<file path="config.mk">
export PLATFORM = sky130hd
export DESIGN_NAME = pio_ctl
export DESIGN_NICKNAME = d
export VERILOG_FILES = /design/src/pio_ctl_pkg.sv /design/src/pio_ctl.sv
export SDC_FILE = /design/constraint.sdc
export NUM_CORES = 1
export LEC_CHECK = 0
export BUFFER_PORTS_ARGS = -buffer_cell sky130_fd_sc_hd__buf_2
export CORE_ASPECT_RATIO = 1.75
export CORE_UTILIZATION = 33
export DETAILED_ROUTE_END_ITERATION = 8
export PLACE_DENSITY = 0.47
export SKIP_CTS_REPAIR_TIMING = 1
export SLEW_MARGIN = 0
export SYNTH_ARGS = -nofsm -noshare
export SYNTH_HDL_FRONTEND = slang
export SYNTH_SLANG_ARGS = --single-unit
</file>
<file path="constraint.sdc">
create_clock -name mclk -period 2.6 [get_ports mclk]
set_clock_uncertainty 0.05 [all_clocks]
set_input_delay 0.39 -clock mclk [delete_from_list [all_inputs] [get_ports mclk]]
set_output_delay 0.39 -clock mclk [all_outputs]
set_load 0.1 [all_outputs]
</file>
<file path="src/pio_ctl_pkg.sv">
// constants, register map and carrier types of the parallel line controller
// assumes a 32-bit word register port with byte addresses

package pio_ctl_pkg;
   localparam int NL = 32;                            // lines per controller
   localparam logic [7:0] A_OWN_EN = 8'h00;
   localparam logic [7:0] A_OWN_DIS = 8'h04;
   localparam logic [7:0] A_OWN_ST = 8'h08;
   localparam logic [7:0] A_OUT_EN = 8'h10;
   localparam logic [7:0] A_OUT_DIS = 8'h14;
   localparam logic [7:0] A_OUT_ST = 8'h18;
   localparam logic [7:0] A_FLT_EN = 8'h20;
   localparam logic [7:0] A_FLT_DIS = 8'h24;
   localparam logic [7:0] A_FLT_ST = 8'h28;
   localparam logic [7:0] A_LVL_SET = 8'h30;
   localparam logic [7:0] A_LVL_CLR = 8'h34;
   localparam logic [7:0] A_LVL_ST = 8'h38;
   localparam logic [7:0] A_PAD_ST = 8'h3c;
   localparam logic [7:0] A_IRQ_EN = 8'h40;
   localparam logic [7:0] A_IRQ_DIS = 8'h44;
   localparam logic [7:0] A_IRQ_MSK = 8'h48;
   localparam logic [7:0] A_IRQ_ST = 8'h4c;
   localparam logic [7:0] A_OD_EN = 8'h50;
   localparam logic [7:0] A_OD_DIS = 8'h54;
   localparam logic [7:0] A_OD_ST = 8'h58;
   localparam logic [7:0] A_PU_DIS = 8'h60;
   localparam logic [7:0] A_PU_EN = 8'h64;
   localparam logic [7:0] A_PU_ST = 8'h68;
   localparam logic [7:0] A_SEL_A = 8'h70;
   localparam logic [7:0] A_SEL_B = 8'h74;
   localparam logic [7:0] A_SEL_ST = 8'h78;
   localparam logic [7:0] A_DW_EN = 8'ha0;
   localparam logic [7:0] A_DW_DIS = 8'ha4;
   localparam logic [7:0] A_DW_ST = 8'ha8;
   localparam logic [31:0] RST_ZERO = 32'h0000_0000;  // reset of status words
   localparam logic [31:0] ALL_ONES = 32'hffff_ffff;

   // one register port request
   typedef struct packed {
      logic [7:0] addr;
      logic [31:0] wdata;
      logic wr;
      logic rd;
   } bus_req_t;

   // all rising edge clocked state of the controller
   typedef struct packed {
      logic [31:0] own;      // line ownership status
      logic [31:0] osr;      // output drive status
      logic [31:0] ifsr;     // glitch filter status
      logic [31:0] odsr;     // output level status
      logic [31:0] imr;      // change irq mask
      logic [31:0] isr;      // change irq status
      logic [31:0] mdsr;     // open drain status
      logic [31:0] pusr;     // pullup status
      logic [31:0] absr;     // peripheral select status
      logic [31:0] owsr;     // direct write status
      logic [31:0] s1;       // pad sync first stage
      logic [31:0] s2;       // pad sync second stage
      logic [31:0] flt;      // glitch filtered level
      logic [31:0] lvl;      // reported pad level
      logic [31:0] rdata;    // read data
      logic [31:0] pad_o;    // pad drive value
      logic [31:0] pad_oe;   // pad drive enable
      logic irq;             // interrupt out
   } st_t;
endpackage : pio_ctl_pkg

</file>
<file path="src/pio_ctl.sv">
// parallel line controller: 32 lines, register port, change interrupt
// assumes mclk at 10 MHz; clk_run is the power manager gate, same domain
//
// Contract
// - pad level register shows real pad level
// - clock off: pad level register holds last
// - filter rejects under half, accepts one and a half cycles
// - filter latency one cycle or none
// - filter enable sets, disable clears status
// - filter affects level and change only
// - filter works only while clock runs
// - irq enable sets, disable clears mask
// - change from two successive clocked samples
// - change detected in every line configuration
// - change sets status; masked status raises irq
// - all line conditions ORed into irq
// - status read clears all status bits; a change in the read cycle stays set
// - irq status resets to zero
// - unimplemented line bits ignore writes, read zero
// - unmultiplexed line ownership always reads one
// - direct write only where write status set
// - select A clears, select B sets
// - ownership enable one gives line to controller
// - ownership reset per product; others zero
// - ownership disable one gives line to peripheral
// - select bit picks peripheral A or B
// - drive pad when output set and owned, unless open drain with level high
// - level set and clear regardless of owner

`timescale 1ns/1ps
`default_nettype none

module pio_ctl
   import pio_ctl_pkg::*;
#(
   parameter logic [31:0] LINE_IMPL = 32'hffff_ffff, // implemented lines
   parameter logic [31:0] LINE_MUX = 32'hffff_ffff,  // lines with peripherals
   parameter logic [31:0] OWN_RST = 32'hffff_ffff    // ownership reset value
) (
   input wire logic mclk,
   input wire logic rst_n,
   input wire logic clk_run,
   input wire bus_req_t req,
   output logic [31:0] rdata,
   output logic irq,
   input wire logic [31:0] pad_in,
   output logic [31:0] pad_o,
   output logic [31:0] pad_oe,
   output logic [31:0] pullup_off,
   output logic [31:0] periph_in,
   input wire logic [31:0] pa_o,
   input wire logic [31:0] pa_oe,
   input wire logic [31:0] pb_o,
   input wire logic [31:0] pb_oe
);

   st_t st_ff;           // registered state
   st_t nxt_st;          // next state
   logic [31:0] n1_ff;   // falling edge sync first stage
   logic [31:0] n2_ff;   // falling edge sync second stage
   logic [31:0] n3_ff;   // falling edge sample, half a cycle older than s2
   logic [31:0] wd;      // write data cut to implemented lines
   logic [31:0] own_rd;  // ownership seen by software
   logic [31:0] raw;     // level before the clock gate
   logic [31:0] chg;     // detected changes this cycle
   logic [31:0] drv;     // value offered to the pad
   logic [31:0] en;      // enable offered to the pad

   // falling edge sampler for the half cycle filter
   // the third stage lines up a falling sample half a cycle before s2,
   // so a change just before a falling edge passes with no extra delay
   // while a change just before a rising edge waits one more cycle
   always_ff @(negedge mclk or negedge rst_n) begin
      if (!rst_n) begin
         n1_ff <= RST_ZERO;
         n2_ff <= RST_ZERO;
         n3_ff <= RST_ZERO;
      end else begin
         n1_ff <= pad_in;
         n2_ff <= n1_ff;
         n3_ff <= n2_ff;
      end
   end

   // next state of all rising edge logic
   always_comb begin
      nxt_st = st_ff;
      wd = req.wdata & LINE_IMPL;
      own_rd = (st_ff.own | ~LINE_MUX) & LINE_IMPL;
      // pad synchronizer
      nxt_st.s1 = pad_in;
      nxt_st.s2 = st_ff.s1;
      // filter moves only when both half samples agree
      if (clk_run) begin
         nxt_st.flt = (st_ff.s2 & n3_ff) | (st_ff.flt & (st_ff.s2 | n3_ff));
      end
      // filtered lines take the new filter value, no extra register stage
      raw = (st_ff.ifsr & nxt_st.flt) | (~st_ff.ifsr & st_ff.s2);
      chg = RST_ZERO;
      // level and change only while the clock runs
      if (clk_run) begin
         nxt_st.lvl = raw & LINE_IMPL;
         chg = (raw ^ st_ff.lvl) & LINE_IMPL;
      end
      // status read clears, a new change still lands
      nxt_st.isr = st_ff.isr;
      if (req.rd && req.addr == A_IRQ_ST) begin
         nxt_st.isr = RST_ZERO;
      end
      nxt_st.isr = nxt_st.isr | chg;
      // register writes
      if (req.wr) begin
         unique case (req.addr)
            A_OWN_EN: nxt_st.own = st_ff.own | wd;
            A_OWN_DIS: nxt_st.own = st_ff.own & ~wd;
            A_OUT_EN: nxt_st.osr = st_ff.osr | wd;
            A_OUT_DIS: nxt_st.osr = st_ff.osr & ~wd;
            A_FLT_EN: nxt_st.ifsr = st_ff.ifsr | wd;
            A_FLT_DIS: nxt_st.ifsr = st_ff.ifsr & ~wd;
            A_LVL_SET: nxt_st.odsr = st_ff.odsr | wd;
            A_LVL_CLR: nxt_st.odsr = st_ff.odsr & ~wd;
            A_LVL_ST: nxt_st.odsr = (st_ff.odsr & ~st_ff.owsr) | (wd & st_ff.owsr);
            A_IRQ_EN: nxt_st.imr = st_ff.imr | wd;
            A_IRQ_DIS: nxt_st.imr = st_ff.imr & ~wd;
            A_OD_EN: nxt_st.mdsr = st_ff.mdsr | wd;
            A_OD_DIS: nxt_st.mdsr = st_ff.mdsr & ~wd;
            A_PU_DIS: nxt_st.pusr = st_ff.pusr | wd;
            A_PU_EN: nxt_st.pusr = st_ff.pusr & ~wd;
            A_SEL_A: nxt_st.absr = st_ff.absr & ~wd;
            A_SEL_B: nxt_st.absr = st_ff.absr | wd;
            A_DW_EN: nxt_st.owsr = st_ff.owsr | wd;
            A_DW_DIS: nxt_st.owsr = st_ff.owsr & ~wd;
            default: ;                                     // read-only or unmapped
         endcase
      end
      // read data, one cycle after the strobe
      nxt_st.rdata = RST_ZERO;
      if (req.rd) begin
         unique case (req.addr)
            A_OWN_ST: nxt_st.rdata = own_rd;
            A_OUT_ST: nxt_st.rdata = st_ff.osr;
            A_FLT_ST: nxt_st.rdata = st_ff.ifsr;
            A_LVL_ST: nxt_st.rdata = st_ff.odsr;
            A_PAD_ST: nxt_st.rdata = st_ff.lvl;
            A_IRQ_MSK: nxt_st.rdata = st_ff.imr;
            A_IRQ_ST: nxt_st.rdata = st_ff.isr;
            A_OD_ST: nxt_st.rdata = st_ff.mdsr;
            A_PU_ST: nxt_st.rdata = st_ff.pusr;
            A_SEL_ST: nxt_st.rdata = st_ff.absr;
            A_DW_ST: nxt_st.rdata = st_ff.owsr;
            default: nxt_st.rdata = RST_ZERO;
         endcase
      end
      // ORed interrupt from masked status
      nxt_st.irq = |(nxt_st.isr & st_ff.imr);
      // pad mux: controller when owned, else selected peripheral
      drv = st_ff.odsr;
      en = st_ff.osr & ~(st_ff.mdsr & st_ff.odsr);
      for (int i = 0; i < NL; i++) begin
         if (!own_rd[i]) begin
            drv[i] = st_ff.absr[i] ? pb_o[i] : pa_o[i];
            en[i] = st_ff.absr[i] ? pb_oe[i] : pa_oe[i];
            if (st_ff.mdsr[i] && drv[i]) begin
               en[i] = 1'b0;                               // open drain lets high float
            end
         end
      end
      nxt_st.pad_o = drv & LINE_IMPL;
      nxt_st.pad_oe = en & LINE_IMPL;
   end

   // one register bank for all rising edge state
   always_ff @(posedge mclk or negedge rst_n) begin
      if (!rst_n) begin
         st_ff <= '0;
         st_ff.own <= OWN_RST;
      end else begin
         st_ff <= nxt_st;
      end
   end

   // peripheral inputs bypass the filter
   assign periph_in = st_ff.s2;
   assign rdata = st_ff.rdata;
   assign irq = st_ff.irq;
   assign pad_o = st_ff.pad_o;
   assign pad_oe = st_ff.pad_oe;
   assign pullup_off = st_ff.pusr;
endmodule : pio_ctl

`default_nettype wire

</file>
==> results.py <==
metrics = {
    "flow_run": {
        "maxCapViolations": 0,
    },
    "global_route": {
        "grt_pass1_vias": 22800,
        "grt_max_degree": 163,
        "grt_pass1_wl_um": 154000,
        "grt.total_usage_pct": 23.4,
        "overflow": 0,
        "antenna_found_initial": 7,
    },
    "sta": {
        "timing_hold_violations_final": 0,
        "worstMarginPinSlew_ns": 1.17,
        "slew_headroom_pct": 22.1,
        "holdWs_ns": 0.0723,
        "setup_viol": 14,
        "maxSlewViolCount": 0,
        "rsz0062_at_grt": "yes",
        "setup_ws_ns": -0.796,
        "tns_ns": -1.50,
    },
    "cts": {
        "cts_tree": "yes",
        "htreeDepth": 3,
        "cts_buffer_depth": 3,
        "cts_root_buffer": "clkbuf_16",
        "clock_latency_ns": 0.64,
        "clkSinkCount": 641,
        "clkTransAtPathRegs_ns": 0.07,
        "numCtsBuffers": 67,
    },
    "synth": {
        "syn_avg_cell_area_sq_um": 10.5,
        "synth_edf_count": 0,
        "postSynthRegisterBits": 641,
        "syn_nets": 2964,
        "synthFlopType": "dfrtp_1",
        "synth-seq-area-share_pct": 55.4,
        "synth_warnings": 0,
        "syn_area_sq_um": 29000,
        "synthCells": 2759,
        "ys_types": 60,
        "synthArstFlopShare_pct": 100,
    },
    "setup_path": {
        "critical_path_class": "flip-flop to flip-flop",
        "path_max_fanout": 3,
        "cp-end-kind": "flip-flop",
        "required_ns": 3.05,
        "reg2reg_slack_ns": -0.80,
        "cp-start-kind": "flip-flop",
        "arrival_ns": 3.85,
    },
    "finish": {
        "nNetsFinal": 3221,
        "drive_gt1_share_pct": 27.6,
        "final_cells": 4231,
        "area_growth_pct": 20.6,
        "final_core_util_pct": 40.2,
    },
    "route": {
        "first_pass_iters": 6,
        "wire_per_inst_um": 24.9,
        "viasPerCell": 5.53,
        "drt_iter0_markers": 1982,
        "vias": 23400,
        "drcViolationCount": 0,
        "drt_wl_total_um": 105000,
        "ant_nets": 0,
    },
    "floorplanning": {
        "dieArea_sq_um": 89100,
        "fp-row-count": 143,
        "die_w_um": 226,
        "pin_count": 366,
        "core_sq_um": 87000,
        "dieHeight_um": 394,
        "initial_core_util_pct": 33.4,
    },
    "power_and_ir_drop": {
        "p_per_area_nw_per_um2": 719,
        "p_leak_uw": 0.0150,
        "ir_drop_mv": 0.426,
    },
    "outcome": {
        "outcome": "finished with violations",
        "violations": "negative setup slack",
    },
    "place": {
        "io_buffers": 365,
        "hpwl_um": 76400,
        "gp_congestion": 0.933,
        "placedCellCount": 4065,
    },
    "min_path": {
        "hp-class": "primary input to flip-flop",
    },
}
[stage by stage]
step                      total power, uW  instance area [sq um]  setup slack, ns
final                               25200                  35000           -0.796
after global routing                26200                  35000           -0.875
after CTS                           25400                  34300           -0.775
after detailed placement            15100                  32000           -0.808
after global placement              15000                  32000           -0.828
after floorplan                     13900                  29100           -0.333
[Yosys cell counts, drive strengths merged, types with 20 or more instances]
master  count  area (sq um)
dfstp      32           841
o22ai      20           125
buf       241          1600
a21oi     475          2380
clkbuf    143           537
nand3      30           150
a31oi     231          1450
o21ai     151           756
nand2b     67           419
a22oi      84           631
dfrtp     513         12800
nand2     115           434
mux2i     132          1320
mux2       81           912
a22o       50           438
dfrtn      96          2400
nor2      139           539
[worst paths after layout]
kind | endpoint | start | cells past startpoint
setup / recovery | irq | n3_ff[5] | 8
hold / removal | pad_o[27] | pa_o[27] | 3
setup reg to reg | irq | n3_ff[5] | 8
hold reg to reg | n3_ff[7] | n2_ff[7] | 0
max in group asynchronous | n2_ff[6] | rst_n | 3
min in group asynchronous | nxt_st[168] | rst_n | 2
[cells by family (layout without fill, tap and decap cells)]
| family | Yosys count | after routing | share of synthesized area, % |
|---|---|---|---|
| AO/OA/AOI/OAI | 1077 | 1077 | 21.8 |
| other | 0 | 3 | 0 |
| XOR/XNOR | 22 | 22 | 0.664 |
| AND/OR/NAND/NOR | 413 | 413 | 6.86 |
| buffers and inverters | 393 | 702 | 7.48 |
| multiplexers | 213 | 213 | 7.70 |
| flip-flops | 641 | 641 | 55.4 |
[critical path, stage by stage (launching register included)]
cell and delay, ns:
dfrtn_1 0.45, nand2b_4 0.15, a21oi_4 0.06, o21a_1 0.19, o211ai_1 0.38, nand4_1 0.18, nor4_2 0.31, buf_4 0.15
nand4_1 0.08
[area by class of cell]
cell class / count / area [sq um]
clock inverters: 20 / 199
diodes: 3 / 7.51
well taps: 1160 / 1450
multi-input cells: 1725 / 11200
inverters: 9 / 33.8
fillers: 8534 / 52000
repair buffers: 572 / 3930
flip-flops and latches: 641 / 16100
clock buffers: 101 / 2090
[layer usage]
| layer | global-route usage (%) | wire length (um) | share of wire [%] |
|---|---|---|---|
| met5 | 0 | 55 | 0.052 |
| met2 | 36.9 | 49400 | 47 |
| met4 | 11.1 | 4610 | 4.4 |
| met1 | 31.2 | 44500 | 42 |
| met3 | 3.85 | 6720 | 6.4 |
[placed cells by master, fill, tap and decap left out, drive strengths merged, types with 6 or more instances in the layout]
master and n:
nor2 139, nand4 8, nand3b 8, o21a 8, o21ai 151, o22ai 20, dfrtp 513, o211ai 7
a221oi 16, dfrtn 96, clkinv 11, xnor2 6, nor3 13, clkbuf 101, o221ai 7, nand2 115
mux2 81, a31oi 231, a222oi 7, or2 8, dfstp 32, and2 6, a21o 7, a22oi 84
xor2 16, nand2b 67, a22o 50, nand3 30, buf 539, inv 15, a21oi 475, mux2i 132
dlygate4sd3 33
[power by group]
| part | switching, uW | total [uW] | internal [uW] | leakage (uW) |
|---|---|---|---|---|
| combinational | 2530 | 3590 | 1060 | 0.00589 |
| sequential | 792 | 11500 | 10700 | 0.00799 |
| clock | 4200 | 10100 | 5890 | 0.00114 |
Power figures use the tool's default switching activity.
